**config.mk**
```make
export PLATFORM = sky130hd
export DESIGN_NAME = cmd_handler
export DESIGN_NICKNAME = d
export VERILOG_FILES = /design/src/core/cmd_handler_pkg.sv /design/src/core/cmd_handler.sv
export SDC_FILE = /design/constraint.sdc
export NUM_CORES = 1
export LEC_CHECK = 0
export ABC_AREA = 1
export BUFFER_PORTS_ARGS = -buffer_cell sky130_fd_sc_hd__buf_4
export CAP_MARGIN = 15
export CORE_ASPECT_RATIO = 0.6
export CORE_MARGIN = 2
export CORE_UTILIZATION = 40
export CTS_BUF_LIST = sky130_fd_sc_hd__clkbuf_2 sky130_fd_sc_hd__clkbuf_4 sky130_fd_sc_hd__clkbuf_8
export DETAILED_ROUTE_END_ITERATION = 12
export PLACE_DENSITY = 0.66
export SYNTH_ARGS = -nofsm -noshare
export SYNTH_HDL_FRONTEND = slang
export SYNTH_SLANG_ARGS = --single-unit
```
**constraint.sdc**
```tcl
create_clock -name mclk -period 2.2 [get_ports mclk]
set_clock_uncertainty 0.15 [all_clocks]
set_input_delay 0.11 -clock mclk [delete_from_list [all_inputs] [get_ports mclk]]
set_output_delay 0.11 -clock mclk [all_outputs]
set_load 0.1 [all_outputs]
```
**src/core/cmd_handler_pkg.sv**
```systemverilog
package cmd_handler_pkg;

  // command codes delivered by the text parser
  typedef enum logic [2:0] {
    CMD_CLEAR_STATUS = 3'h0,
    CMD_RESET = 3'h1,
    CMD_OP_COMPLETE = 3'h2,
    CMD_WAIT = 3'h3,
    CMD_TARGET_SELECT = 3'h4,
    CMD_CONTROL_MODE = 3'h5
  } cmd_code_t;

  // control source encoding
  localparam logic [1:0] MODE_LOCAL = 2'h0;
  localparam logic [1:0] MODE_REMOTE = 2'h1;
  localparam logic [1:0] MODE_LOCKOUT = 2'h2;

  // local bus target address range and default
  localparam logic [4:0] TARGET_MIN = 5'h01;
  localparam logic [4:0] TARGET_MAX = 5'h1E;
  localparam logic [4:0] TARGET_RESET = 5'h01;

  // register byte offsets
  localparam logic [7:0] OFS_EVT_STAT = 8'h00;
  localparam logic [7:0] OFS_EVT_MASK = 8'h04;
  localparam logic [7:0] OFS_ESR = 8'h08;
  localparam logic [7:0] OFS_ESE = 8'h0C;
  localparam logic [7:0] OFS_SRE = 8'h10;
  localparam logic [7:0] OFS_STB = 8'h14;
  localparam logic [7:0] OFS_TARGET = 8'h18;
  localparam logic [7:0] OFS_MODE = 8'h1C;

  // standard event register bits
  localparam int ESR_OPC = 0;
  localparam int ESR_ALM = 3;
  localparam int ESR_EXE = 4;
  localparam int ESR_CME = 5;
  localparam int ESR_PON = 7;
  localparam logic [7:0] ESR_RESET = 8'h80;

  // status byte bits
  localparam int STB_TMO = 0;
  localparam int STB_LERR = 1;
  localparam int STB_MAV = 4;
  localparam int STB_ESB = 5;
  localparam int STB_MSS = 6;
  localparam logic [7:0] STB_SUMMARY_MASK = 8'hBF;

  // interrupt event bits
  localparam int EV_CLEAR = 0;
  localparam int EV_RESET = 1;
  localparam int EV_OPC = 2;
  localparam int EV_CMD_ERR = 3;
  localparam int EV_TARGET = 4;
  localparam int EV_MODE = 5;
  localparam int EV_W = 6;

  // answer value of the completion query
  localparam logic [7:0] OPC_ANSWER = 8'h01;

  typedef struct packed {
    logic valid;
    cmd_code_t code;
    logic query;
    logic [7:0] arg;
  } cmd_t;

  typedef struct packed {
    logic valid;
    logic [7:0] data;
  } resp_t;

  typedef struct packed {
    logic tx;
    logic rx;
    logic lbus;
    logic exec;
  } flush_t;

  typedef struct packed {
    logic [2:0] key_sync;
    logic key_level;
    logic [7:0] esr;
    logic [7:0] ese;
    logic [7:0] sre;
    logic tmo;
    logic lerr;
    logic [4:0] target;
    logic [1:0] mode;
    logic talk;
    logic listen;
    logic [EV_W-1:0] ev_stat;
    logic [EV_W-1:0] ev_mask;
    logic [31:0] rdata;
    resp_t resp;
    flush_t flush;
  } state_t;

endpackage

```
**src/core/cmd_handler.sv**
```systemverilog
// Design decisions made here: strobed register access and the register offsets.
`timescale 1ns/1ps
// What this block does
// clear-status empties queues, status byte, event register
// reset also zeroes both enable masks
// reset drops talker and listener addressing
// completion command sets event bit 0
// service request only when both masks allow; the timeout, bus error and message bits need only sre here
// completion query answers 1
// wait command accepted, does nothing
// target select takes address 1 to 30
// absent unit at target raises no error
// target address defaults to 1
// host returns target to 1 when done
// mode codes: 0 local, 1 remote, 2 lockout
// mode query while local enters remote first
// query forms of setting-only commands are errors
module cmd_handler
  import cmd_handler_pkg::*;
(
  input wire logic mclk,
  input wire logic rst,
  input wire logic ce,
  input wire cmd_t cmd,
  output resp_t resp,
  output flush_t flush,
  input wire logic panel_local_key,
  input wire logic talk_set,
  input wire logic listen_set,
  input wire logic exe_event,
  input wire logic alarm_event,
  input wire logic timeout_event,
  input wire logic lbus_err_event,
  input wire logic msg_avail,
  output logic talk_en,
  output logic listen_en,
  output logic [4:0] target_addr,
  output logic [1:0] control_mode,
  output logic srq,
  input wire logic [7:0] reg_addr,
  input wire logic [31:0] reg_wdata,
  input wire logic reg_wr,
  input wire logic reg_rd,
  output logic [31:0] reg_rdata,
  output logic irq
);

  state_t st_ff;
  state_t nxt_st;

  logic [7:0] stb_low;
  logic [7:0] stb;
  logic mss;
  logic is_clear;
  logic is_reset;
  logic setting_only;
  logic cmd_err;
  logic key_press;
  logic [EV_W-1:0] ev_set;
  logic [1:0] mode_wr;

  ////////////////////////////////////////////////////////////////////////////
  // status byte summary and service request
  always_comb begin
    stb_low = 8'h00;
    stb_low[STB_TMO] = st_ff.tmo;
    stb_low[STB_LERR] = st_ff.lerr;
    stb_low[STB_MAV] = msg_avail;
    stb_low[STB_ESB] = |(st_ff.esr & st_ff.ese);
    mss = |(stb_low & st_ff.sre & STB_SUMMARY_MASK);
    stb = stb_low;
    stb[STB_MSS] = mss;
  end

  ////////////////////////////////////////////////////////////////////////////
  // command classification
  always_comb begin
    is_clear = cmd.valid && !cmd.query &&
      (cmd.code == CMD_CLEAR_STATUS || cmd.code == CMD_RESET);
    is_reset = cmd.valid && !cmd.query && cmd.code == CMD_RESET;
    setting_only = cmd.code == CMD_CLEAR_STATUS || cmd.code == CMD_RESET ||
      cmd.code == CMD_WAIT || cmd.code == CMD_TARGET_SELECT;
    cmd_err = cmd.valid && ((cmd.query && setting_only) ||
      (!cmd.query && cmd.code == CMD_CONTROL_MODE && cmd.arg > 8'h02) ||
      (cmd.code > CMD_CONTROL_MODE));
    // settled high in stages two and three while the filtered level is still low
    key_press = !st_ff.key_level && st_ff.key_sync[1] && st_ff.key_sync[2];
    mode_wr = reg_wdata[1:0];
  end

  ////////////////////////////////////////////////////////////////////////////
  // next-state logic
  always_comb begin
    nxt_st = st_ff;
    ev_set = '0;
    nxt_st.resp.valid = 1'b0;
    nxt_st.flush = '0;

    // panel key: three stages, a change counts once stages two and three agree
    nxt_st.key_sync = {st_ff.key_sync[1:0], panel_local_key};
    if (st_ff.key_sync[1] == st_ff.key_sync[2]) begin
      nxt_st.key_level = st_ff.key_sync[2];
    end
    // rising key level returns to local, except under lockout
    if (key_press && st_ff.mode == MODE_REMOTE) begin
      nxt_st.mode = MODE_LOCAL;
      ev_set[EV_MODE] = 1'b1;
    end

    // talker and listener addressing from the bus interface
    if (talk_set) begin
      nxt_st.talk = 1'b1;
      nxt_st.listen = 1'b0;
    end
    if (listen_set) begin
      nxt_st.listen = 1'b1;
    end

    // clear-status and reset share the clearing work
    if (is_clear) begin
      nxt_st.flush = '{tx: 1'b1, rx: 1'b1, lbus: 1'b1, exec: 1'b1};
      nxt_st.esr = 8'h00;
      nxt_st.tmo = 1'b0;
      nxt_st.lerr = 1'b0;
      ev_set[EV_CLEAR] = 1'b1;
    end
    if (is_reset) begin
      nxt_st.ese = 8'h00;
      nxt_st.sre = 8'h00;
      nxt_st.talk = 1'b0;
      nxt_st.listen = 1'b0;
      ev_set[EV_RESET] = 1'b1;
    end

    if (cmd.valid && !cmd_err) begin
      case (cmd.code)
        CMD_OP_COMPLETE: begin
          if (cmd.query) begin
            nxt_st.resp.valid = 1'b1;
            nxt_st.resp.data = OPC_ANSWER;
          end else begin
            nxt_st.esr[ESR_OPC] = 1'b1;
            ev_set[EV_OPC] = 1'b1;
          end
        end
        CMD_WAIT: begin
          nxt_st.esr = nxt_st.esr; // all commands overlap, nothing to do
        end
        CMD_TARGET_SELECT: begin
          // presence of a unit is never checked, so no error for empty slots
          if (cmd.arg >= {3'h0, TARGET_MIN} && cmd.arg <= {3'h0, TARGET_MAX}) begin
            nxt_st.target = cmd.arg[4:0];
            ev_set[EV_TARGET] = 1'b1;
          end else begin
            nxt_st.esr[ESR_EXE] = 1'b1;
          end
        end
        CMD_CONTROL_MODE: begin
          if (cmd.query) begin
            nxt_st.resp.valid = 1'b1;
            if (st_ff.mode == MODE_LOCAL) begin
              nxt_st.mode = MODE_REMOTE;
              nxt_st.resp.data = {6'h00, MODE_REMOTE};
              ev_set[EV_MODE] = 1'b1;
            end else begin
              nxt_st.resp.data = {6'h00, st_ff.mode};
            end
          end else begin
            nxt_st.mode = cmd.arg[1:0];
            ev_set[EV_MODE] = 1'b1;
          end
        end
        default: begin
          nxt_st.esr = nxt_st.esr;
        end
      endcase
    end
    if (cmd_err) begin
      nxt_st.esr[ESR_CME] = 1'b1;
      ev_set[EV_CMD_ERR] = 1'b1;
    end

    // outside events set their bits; a set wins over a same-cycle clear
    if (exe_event) begin
      nxt_st.esr[ESR_EXE] = 1'b1;
    end
    if (alarm_event) begin
      nxt_st.esr[ESR_ALM] = 1'b1;
    end
    if (timeout_event) begin
      nxt_st.tmo = 1'b1;
    end
    if (lbus_err_event) begin
      nxt_st.lerr = 1'b1;
    end

    // register writes
    if (reg_wr) begin
      case (reg_addr)
        OFS_EVT_STAT: nxt_st.ev_stat = st_ff.ev_stat & ~reg_wdata[EV_W-1:0];
        OFS_EVT_MASK: nxt_st.ev_mask = reg_wdata[EV_W-1:0];
        OFS_ESE: begin
          if (!is_reset) begin
            nxt_st.ese = reg_wdata[7:0];
          end
        end
        OFS_SRE: begin
          if (!is_reset) begin
            nxt_st.sre = reg_wdata[7:0];
          end
        end
        OFS_MODE: begin
          if (mode_wr <= MODE_LOCKOUT) begin
            nxt_st.mode = mode_wr;
            ev_set[EV_MODE] = 1'b1;
          end
        end
        default: nxt_st.ev_mask = nxt_st.ev_mask;
      endcase
    end
    nxt_st.ev_stat = nxt_st.ev_stat | ev_set;

    // register reads, answered in the next cycle
    nxt_st.rdata = 32'h0000_0000;
    if (reg_rd) begin
      case (reg_addr)
        OFS_EVT_STAT: nxt_st.rdata = {{(32-EV_W){1'b0}}, st_ff.ev_stat};
        OFS_EVT_MASK: nxt_st.rdata = {{(32-EV_W){1'b0}}, st_ff.ev_mask};
        OFS_ESR: nxt_st.rdata = {24'h000000, st_ff.esr};
        OFS_ESE: nxt_st.rdata = {24'h000000, st_ff.ese};
        OFS_SRE: nxt_st.rdata = {24'h000000, st_ff.sre};
        OFS_STB: nxt_st.rdata = {24'h000000, stb};
        OFS_TARGET: nxt_st.rdata = {27'h0000000, st_ff.target};
        OFS_MODE: nxt_st.rdata = {30'h00000000, st_ff.mode};
        default: nxt_st.rdata = 32'h0000_0000;
      endcase
    end
  end

  ////////////////////////////////////////////////////////////////////////////
  // state register, frozen while the clock enable is low
  always_ff @(posedge mclk or posedge rst) begin
    if (rst) begin
      st_ff <= '0;
      st_ff.esr <= ESR_RESET;
      st_ff.target <= TARGET_RESET;
      st_ff.mode <= MODE_LOCAL;
    end else if (ce) begin
      st_ff <= nxt_st;
    end
  end

  ////////////////////////////////////////////////////////////////////////////
  // outputs
  assign resp = st_ff.resp;
  assign flush = st_ff.flush;
  assign talk_en = st_ff.talk;
  assign listen_en = st_ff.listen;
  assign target_addr = st_ff.target;
  assign control_mode = st_ff.mode;
  assign srq = mss;
  assign reg_rdata = st_ff.rdata;
  assign irq = |(st_ff.ev_stat & st_ff.ev_mask);

endmodule

```
### After elaboration in Yosys (flattened, before gate mapping)

Index checks and enable logic that the tools add are counted.

| storage, ports and cells | value |
|---|---|
| register bits after elaboration | 96 |
| logic and storage cells | 142 |
| output and inout bits | 56 |

| operators by class | value |
|---|---|
| reductions and logical operators | 39 |
| equal/unequal tests | 16 |
| magnitude comparators | 5 |
| bitwise operators | 6 |
| muxes and demuxes | 56 |

Operators by type and width:

| cell | number |
|---|---|
| $pmux W8 S8 | 1 |
| $mux W8 | 6 |
| $eq A8 B5 Y1 const B | 4 |
| $mux W16 | 2 |
| $mux W9 | 3 |
| $mux W2 | 13 |
| $mux W1 | 25 |
| $pmux W9 S2 | 1 |
| $eq A8 B4 Y1 const B | 2 |
| $and A6 B6 Y6 | 2 |
| $logic_and A1 B1 Y1 | 12 |
| $mux W12 | 1 |
| $mux W6 | 2 |
| $reduce_and A2 Y1 | 5 |
| $and A6 B8 Y8 | 1 |
| $and A8 B8 Y8 | 1 |
| $eq A8 B3 Y1 const B | 1 |
| $ge A8 B1 Y1 const B | 1 |
| $gt A8 B2 Y1 const B | 1 |
| $le A8 B5 Y1 const B | 1 |
| $logic_not A8 Y1 | 1 |
| $reduce_bool A2 Y1 | 4 |
| $reduce_or A8 Y1 | 1 |
| $reduce_or A7 Y1 | 1 |
| 21 further kinds | 30 |

### Logic depth before layout (Yosys ltp)

Gate-level depths: netlist (run 1).

| depth | value |
|---|---|
| word-level depth | 15 |
| mapped depth | 11 |

### Worst setup path before layout (run 1)

Ideal clock, no wire load.

| timing path | value |
|---|---|
| path type | reg2reg |
| start | reg st_ff[91] (netlist bit) |
| end | reg st_ff (netlist bit reg_rdata[6]) |
| arrival | 3161 ps |
| clock period less this slack | 3376 ps |
| library setup time | 65 ps |
| data required time | 1985 ps |
| setup slack | -1176 ps |
| path buffers | 0 |
| stages on the path, launching flop included | 9 |
| cells stage by stage | dfstp_2 nand2_1 nand2_1 nor2_1 o21ai_0 nand2_1 nand2_1 nand2_1 nand2_1 |

| on the way | value |
|---|---|
| longest elaborated chain between the ends | 6 |

Ends and longest elaborated chain:

| what | line | RTL |
|---|---|---|
| start: declaration | cmd_handler.sv:48 | `state_t st_ff;` |
| start signal: assignment | cmd_handler.sv:249 | `st_ff <= nxt_st;` |
| $and A8 B8 Y8 | cmd_handler.sv:69 | `stb_low[STB_ESB] = \|(st_ff.esr & st_ff.ese);` |
| $reduce_or A8 Y1 | cmd_handler.sv:69 |  |
| $and A6 B8 Y8 | cmd_handler.sv:70 | `mss = \|(stb_low & st_ff.sre & STB_SUMMARY_MASK);` |
| $reduce_or A7 Y1 | cmd_handler.sv:70 |  |
| via srq | cmd_handler.sv:39 | `output logic srq,` |
| $pmux W8 S8 | cmd_handler.sv:226 | `case (reg_addr)` |
| $mux W8 | cmd_handler.sv:225 | `if (reg_rd) begin` |

The timed path passes the listed nets, and every way through them passes these cells.
A chain may end at the register's enable or synchronous reset.

==> metrics.csv, run 1 <==
stage;metric;value;unit
global_routing;grt_use_total;0.2116;
timing;period_share;0.9503;
finish;n_antenna_cell;0;
synthesis;netlist_area;3521;µm²
floorplanning;die_width;125.1;µm
timing;tightest_slew;562.1;ps
pwr;switchingPower;0.001214;W
finish;drive_above_1_share;0.2218;
setup_path;r2r-start;control_mode[1];
global_routing;grt_overflow;0;
worst_hold_path;worstHoldStart;reg_addr[7];
detailed_routing;routed-via-count;3301;
worst_hold_path;holdPathStages;5;
setup_path;cp_slowest_cell;dlygate4sd3_1;
floorplanning;die-area;9594;µm²
pwr;p_leak;2.382;nW
global_routing;grt_pass1_vias;2959;
timing;setup_viol;0;
pwr;combPwrFrac;0.270;
pwr;seqPwrFrac;0.390;
placed_design;portBuffers;67;
setup_path;arrival;2180;ps
pwr;power;0.003337;W
clock_tree;cts_root_buf;clkbuf_8;
global_routing;grt_first_pass_wirelength;15590;µm
synthesis;yosysWarnings;0;
clock_tree;clk_latency;360;ps
setup_path;worstSetupStartpointType;input port;
detailed_routing;first_pass_iters;6;
pwr;switching_share;0.3638;
timing;whs;31.02;ps
setup_path;regToRegSetupSlack;750;ps
floorplanning;io_pins;122;
clock_tree;cts_inserted_buffers;9;
clock_tree;cts_buffer_depth;2;
run_status;status;completed;
placed_design;hpwl;7437;µm
synthesis;syn_area_per_cell;7.523;µm²
timing;fmax;478.3;MHz
flow_run;drv_cap;0;
placed_design;placed_area;3900;µm²
placed_design;gp_congestion;0.9662;
timing;maxSlewHeadroom;0.6247;
floorplanning;initial_core_util;0.4131;
timing;slew_viol_final;0;
detailed_routing;avgViaCountPerCell;4.920;
floorplanning;num_rows;26;
detailed_routing;drtAntennaViolNets;0;
clock_tree;cts_tree;yes;
pwr;vdd_drop_max;0.4221;mV
clock_tree;cts.sinks;60;
setup_path;critPathCaptureType;register;
global_routing;grt_max_degree;37;
timing;setup_tns;0;ps
setup_path;path_class;input port to register;
synthesis;synth_cells;468;
detailed_routing;drc;0;
finish;area_growth;26.51;%
timing;rsz0062_at_grt;no;
detailed_routing;drt_wl_total;10050;µm
synthesis;ys_seq_area_frac;0.4271;
setup_path;max_stage_delay;570;ps
pwr;p_int;0.002123;W
finish;nFillCells;833;
finish;stdcell_area;4454;µm²
pwr;powerDensity;749.1;nW/µm²
detailed_routing;post_drt_wl_per_cell;14.97;µm
floorplanning;die_h;76.68;µm
setup_path;crit_chain;dlygate4sd3_1 > buf_6 > nand2_1 > inv_1 > nand2_1 > o21ai_1 > o21ai_1 > dlygate4sd3_1;
setup_path;cp.required;2290;ps
setup_path;r2r_end;st_ff[56];
clock_tree;htree_levels;3;
synthesis;synth-seq-cells;60;
clock_tree;path_clk_slew;70;ps
worst_hold_path;holdPathEnd;reg_rdata[6];
setup_path;reg2regPathDepth;7;
floorplanning;core-area;8523;µm²
detailed_routing;drt_iter0_drc;329;
pwr;clkPwrFrac;0.340;
worst_hold_path;min_path_type;input port to register;
timing;fin_crit;2091;ps
synthesis;yosys.cell_types.count;33;
finish;layout.nets;620;
global_routing;antenna_found_initial;0;
setup_path;crit_fanout;20;
timing;finalHoldViolations;0;
-- what timing repair did --
action,in CTS,in global routing
resized for setup,0,3
hold buffers,32,0
setup endpoints to repair,0,1
hold endpoints to repair,72,0
setup buffers,0,1
-- worst max-delay path by stage --
stage,startpoint,endpoint,slack [ps],depth (start not counted)
detailed placement,ce,st_ff[74],400,6
floorplan,st_ff[91],reg_rdata[6],190,8
finish,ce,st_ff[53],110,8
global placement,ce,st_ff[72],420,6
CTS,ce,st_ff[53],20,8
global route,ce,st_ff[53],0.3,8
-- worst max-delay path: cells and delay by family --
family / cells / cell delay, ps
AO/OA/AOI/OAI: 2 / 290
AND/OR/NAND/NOR: 2 / 270
buffers and inverters: 4 / 1500
-- power groups by stage --
stage	combinational (W)	clock (W)	sequential, W
after detailed placement	0.000841	0	0.00132
after CTS	0.000893	0.00115	0.00130
after global routing	0.000959	0.00120	0.00132
final	0.000901	0.00113	0.00130
after floorplan	0.000702	0	0.00132
after global placement	0.000833	0	0.00132
-- final cells by class --
class                      instances  area [µm²]  area share
clock buffer                      11       145.1     0.03258
timing repair buffer             104       877.1      0.1969
clock inverter                     5       75.07     0.01685
multi-input combinational        321        1495      0.3357
sequential                        60        1504      0.3376
tap                              112       140.1     0.03146
inverter                          58       217.7     0.04888
-- sequential cells by signal, summed over array words and instances, names as in the netlist --
name and cells:
target_addr 5, reg_rdata 8, resp 3, control_mode 2, flush 1, listen_en 1
st_ff 37, nxt_st 2, talk_en 1
-- through the flow --
| step | cells | utilization | worst slack (ps) |
|---|---|---|---|
| after floorplan | 497 | - | 192.5 |
| after CTS | 670 | 0.5210 | 22.85 |
| final | 671 | 0.5226 | 109.3 |
| after global placement | 622 | 0.4576 | 423.0 |
| after global routing | 671 | 0.5226 | 0.2944 |
| after detailed placement | 622 | 0.4576 | 398.3 |
-- routing by layer --
layer	GRT usage	routed length, µm
met1	0.3166	4814
met2	0.2891	4138
met3	0.07676	929
met4	0.04889	165
met5	0	0
-- layout by cell type, fill, tap and decap left out, drive strengths merged --
master,count
a22oi,1
nand3,31
o22ai,15
a21oi,5
nor3,5
o21ai,39
o211ai,2
bufinv,2
nand2,154
nor2,24
or2,1
nand4,7
inv,57
and3,1
a221oi,1
dlygate4sd3,32
dfstp,2
clkbuf,11
clkinv,4
buf,72
a31oi,1
dfrtp,58
a22o,3
conb,30
nor4,1
-- synth_stat cells --
cell type | instances | area share
dfrtp_1 | 58 | 0.41
nor2_4 | 3 | 0.0096
buf_4 | 53 | 0.11
nand2_2 | 6 | 0.011
or2_1 | 1 | 0.0018
nor3_4 | 1 | 0.0046
inv_1 | 45 | 0.048
and3_1 | 1 | 0.0018
o211ai_1 | 2 | 0.0043
a22o_1 | 3 | 0.0075
nand2_1 | 148 | 0.16
o21ai_1 | 20 | 0.028
a22oi_1 | 1 | 0.0021
nand3_2 | 3 | 0.0085
clkinv_1 | 1 | 0.0011
clkbuf_1 | 3 | 0.0032
a31oi_1 | 1 | 0.0018
inv_2 | 12 | 0.013
nand3_1 | 28 | 0.040
conb_1 | 1 | 0.0011
o22ai_1 | 15 | 0.027
nand4_2 | 1 | 0.0036
nor2_1 | 18 | 0.019
nor2_2 | 3 | 0.0053
nand4_1 | 6 | 0.011
buf_2 | 2 | 0.0028
o21ai_2 | 1 | 0.0025
nor3_1 | 4 | 0.0057
a21oi_1 | 5 | 0.0071
dfstp_2 | 2 | 0.015
o21ai_0 | 18 | 0.026
nor4_2 | 1 | 0.0036
a221oi_1 | 1 | 0.0025
-- kinds of logic (layout without fill, tap and decap cells) --
logic type | after synthesis | after routing | synth area share
simple gates | 224 | 224 | 0.2825
buf+inv | 116 | 178 | 0.1809
flops | 60 | 60 | 0.4271
other cells | 1 | 30 | 0.001065
compound gates | 67 | 67 | 0.1084
Note: power is estimated with default switching activity, not from simulation.
==> run 2: changes to the inputs <==
--- a/config.mk
+++ b/config.mk
@@ -8,11 +8,12 @@
 export ABC_AREA = 1
 export BUFFER_PORTS_ARGS = -buffer_cell sky130_fd_sc_hd__buf_4
 export CAP_MARGIN = 15
-export CORE_ASPECT_RATIO = 0.6
+export CORE_ASPECT_RATIO = 1.25
 export CORE_MARGIN = 2
 export CORE_UTILIZATION = 40
 export CTS_BUF_LIST = sky130_fd_sc_hd__clkbuf_2 sky130_fd_sc_hd__clkbuf_4 sky130_fd_sc_hd__clkbuf_8
 export DETAILED_ROUTE_END_ITERATION = 12
+export GPL_TIMING_DRIVEN = 0
 export PLACE_DENSITY = 0.66
 export SYNTH_ARGS = -nofsm -noshare
 export SYNTH_HDL_FRONTEND = slang
==> constraint.sdc (replaced) <==
create_clock -name mclk -period 2 [get_ports mclk]
set_clock_uncertainty 0.15 [all_clocks]
set_input_delay 0.1 -clock mclk [delete_from_list [all_inputs] [get_ports mclk]]
set_output_delay 0.1 -clock mclk [all_outputs]
set_load 0.1 [all_outputs]
==> run 2 against run 1 <==
Effect of this change:
- non-clock buffer count increased by 50
- critical path depth up 2
- routed wire length shrank 1.3%
- clock-buffer cell count unchanged
- sequential power grew 10%
- largest cell class is now multi-input gates
- register-to-register slack got worse by 200 ps
- critical path type unchanged
- largest power group unchanged
==> metrics.csv, run 2 (synthesized netlist as in run 1, its figures left out) <==
stage;metric;value;unit;change
detailed_routing;post_drt_wl_per_cell;13.62;µm;was 14.97 µm
floorplanning;initial_core_util;0.4091;;was 0.4131
finish;mostFrequentLayoutCells;nand2_1 (147), buf_4 (120), dfrtp_1 (58), inv_1 (44), conb_1 (30);;was nand2_1 (148), buf_4 (70), dfrtp_1 (58), inv_1 (44), dlygate4sd3_1 (32)
placed_design;portBuffers;67;;unchanged
finish;largest_reg_flops;37;;unchanged
detailed_routing;drc;0;;unchanged
timing;fmax;526.8;MHz;
clock_tree;clk_latency;340;ps;was 360 ps
floorplanning;num_rows;38;;was 26
global_routing;grt_max_degree;43;;was 37
setup_path;arrival;1960;ps;was 2180 ps
finish;layout_commonest_cell;nand2_1;;unchanged
global_routing;grt_pass1_vias;3312;;was 2,959
finish;stdcell_area;4821;µm²;was 4454 µm²
setup_path;crit_fanout;10;;was 20
finish;drive_above_1_share;0.2862;;was 0.2218
worst_hold_path;min_path_type;input port to register;;unchanged
clock_tree;path_clk_slew;60;ps;was 70 ps
timing;period_share;0.9491;;
worst_hold_path;worstHoldStart;cmd[10];;was reg_addr[7]
floorplanning;die-area;9574;µm²;was 9594 µm²
pwr;p_leak;2.632;nW;was 2.382 nW
clock_tree;cts_tree;yes;;unchanged
timing;setup_tns;0;ps;unchanged
timing;setup_slack;101.8;ps;was 109.3 ps
timing;rsz0062_at_grt;yes;;was no
placed_design;hpwl;7352;µm;was 7437 µm
worst_hold_path;holdPathEnd;st_ff[88];;was reg_rdata[6]
worst_hold_path;holdPathStages;4;;was 5
global_routing;grt_use_total;0.2172;;was 0.2116
placed_design;pre_cts_ws;117.0;ps;was 398.3 ps
setup_path;cp.required;2060;ps;was 2290 ps
floorplanning;io_pins;122;;unchanged
setup_path;r2r-start;st_ff[84];;was control_mode[1]
timing;slew_viol_final;0;;unchanged
placed_design;placed_area;4314;µm²;was 3900 µm²
pwr;vdd_drop_max;0.3589;mV;was 0.4221 mV
setup_path;worstSetupStartpointType;input port;;unchanged
setup_path;crit_chain;dlygate4sd3_1 > buf_4 > nor2_2 > nand3_2 > inv_2 > nand2_2 > inv_2 > nand2_2 > nand2_4 > o22ai_1;;was dlygate4sd3_1 > buf_6 > nand2_1 > inv_1 > nand2_1 > o21ai_1 > o21ai_1 > dlygate4sd3_1
floorplanning;die_width;87.92;µm;was 125.1 µm
timing;tightest_slew;715.3;ps;was 562.1 ps
clock_tree;htree_levels;3;;unchanged
detailed_routing;drtAntennaViolNets;0;;unchanged
clock_tree;cts_inserted_buffers;9;;unchanged
finish;nFillCells;850;;was 833
run_status;status;completed;;unchanged
floorplanning;die_h;108.9;µm;was 76.68 µm
setup_path;critPathCaptureType;register;;unchanged
pwr;powerDensity;769.1;nW/µm²;was 749.1 nW/µm²
global_routing;grt_first_pass_wirelength;15790;µm;was 15,590 µm
clock_tree;cts.sinks;60;;unchanged
detailed_routing;drt_wl_total;9915;µm;was 10,050 µm
setup_path;path_class;input port to register;;unchanged
finish;layout.nets;670;;was 620
timing;fin_crit;1898;ps;
detailed_routing;avgViaCountPerCell;4.646;;was 4.920
clock_tree;post_cts_buffers;0;;unchanged
setup_path;regToRegSetupSlack;550;ps;was 750 ps
setup_path;max_stage_delay;540;ps;was 570 ps
setup_path;cp_slowest_cell;dlygate4sd3_1;;unchanged
flow_run;drv_cap;0;;unchanged
timing;setup_viol;0;;unchanged
floorplanning;core-area;8606;µm²;was 8523 µm²
finish;multi_input_area;1513;µm²;was 1495 µm²
detailed_routing;first_pass_iters;4;;was 6
detailed_routing;drt_iter0_drc;187;;was 329
finish;regMostFlops;st_ff;;unchanged
finish;post-route-util;0.5602;;was 0.5226
finish;layout.cells.non_filler;728;;was 671
placed_design;post-place-cells;685;;was 622
placed_design;gp_congestion;0.8922;;was 0.9662
detailed_routing;routed-via-count;3382;;was 3,301
finish;regArea;1504;µm²;unchanged
clock_tree;cts_root_buf;clkbuf_8;;unchanged
clock_tree;cts_buffer_depth;2;;unchanged
setup_path;reg2regPathDepth;8;;was 7
finish;n_antenna_cell;0;;unchanged
global_routing;antenna_found_initial;0;;unchanged
timing;finalHoldViolations;0;;unchanged
finish;area_growth;36.92;%;was 26.51%
timing;maxSlewHeadroom;0.5192;;was 0.6247
global_routing;grt_overflow;0;;unchanged
setup_path;r2r_end;reg_rdata[5];;was st_ff[56]
-- run 2: changes by cell type in the layout (fill, tap and decap cells not counted), moves of 2 or more --
cell           delta
clkbuf_1          +3
buf_2             +2
clkinv_2          -3
nor2_2            -2
clkinvlp_4        +2
dlygate4sd3_1     -4
buf_4            +50
-- run 2: report_power, final --
| group | total, W | switching, W | internal, W |
|---|---|---|---|
| Clock | 0.00122 | 0.000500 | 0.000723 |
| Sequential | 0.00143 | 0.0000865 | 0.00134 |
| Combinational | 0.00106 | 0.000754 | 0.000303 |
| Total | 0.00371 | 0.00134 | 0.00237 |
-- run 2: final cells by class --
cell class / count / share of cell area
buffer: 58 / 0.08695
clock buffer: 11 / 0.02881
clock inverter: 4 / 0.01557
inverter: 58 / 0.04516
multi-input combinational: 321 / 0.3138
sequential: 60 / 0.3120
tap: 120 / 0.03114
timing repair buffer: 96 / 0.1666
-- run 2: worst max path at each step --
stage,from,endpoint,cells after the start
4_1_cts,cmd[8],st_ff[68],8
6_report,reg_addr[7],st_ff[77],10
5_1_grt,reg_addr[7],st_ff[81],10
2_1_floorplan,st_ff[51],irq,3
3_5_place_dp,ce,st_ff[68],6
3_3_place_gp,rst,st_ff[95],2
-- run 2: timing repair --
item,CTS,global route
endpoints found under the setup margin,0,11
hold buffers,28,0
endpoints found under the hold margin,69,0
gates resized for setup,0,3
-- run 2: metal layers --
metal  global-route usage  up-vias  wire length (µm)
met3              0.03331       19               443
met2               0.3718      112              4942
met4              0.08901        0               278
met5                    0        -                 0
li1                     -     1692                 -
met1               0.2715     1559              4251
-- run 2: per-stage QoR --
| step | hold WS (ps) | power (W) |
|---|---|---|
| finish | 17.36 | 0.003708 |
| floorplan | 39.79 | 0.002229 |
| global route | 60.69 | 0.003852 |
| global placement | 155.1 | 0.002438 |
| detailed placement | -10.59 | 0.002455 |
| CTS | 12.55 | 0.003707 |
-- run 2: critical path: cells and delay by family --
kind / cells / cell delay (ps)
buffers and inverters: 4 / 960
AND/OR/NAND/NOR: 5 / 810
AO/OA/AOI/OAI: 1 / 90
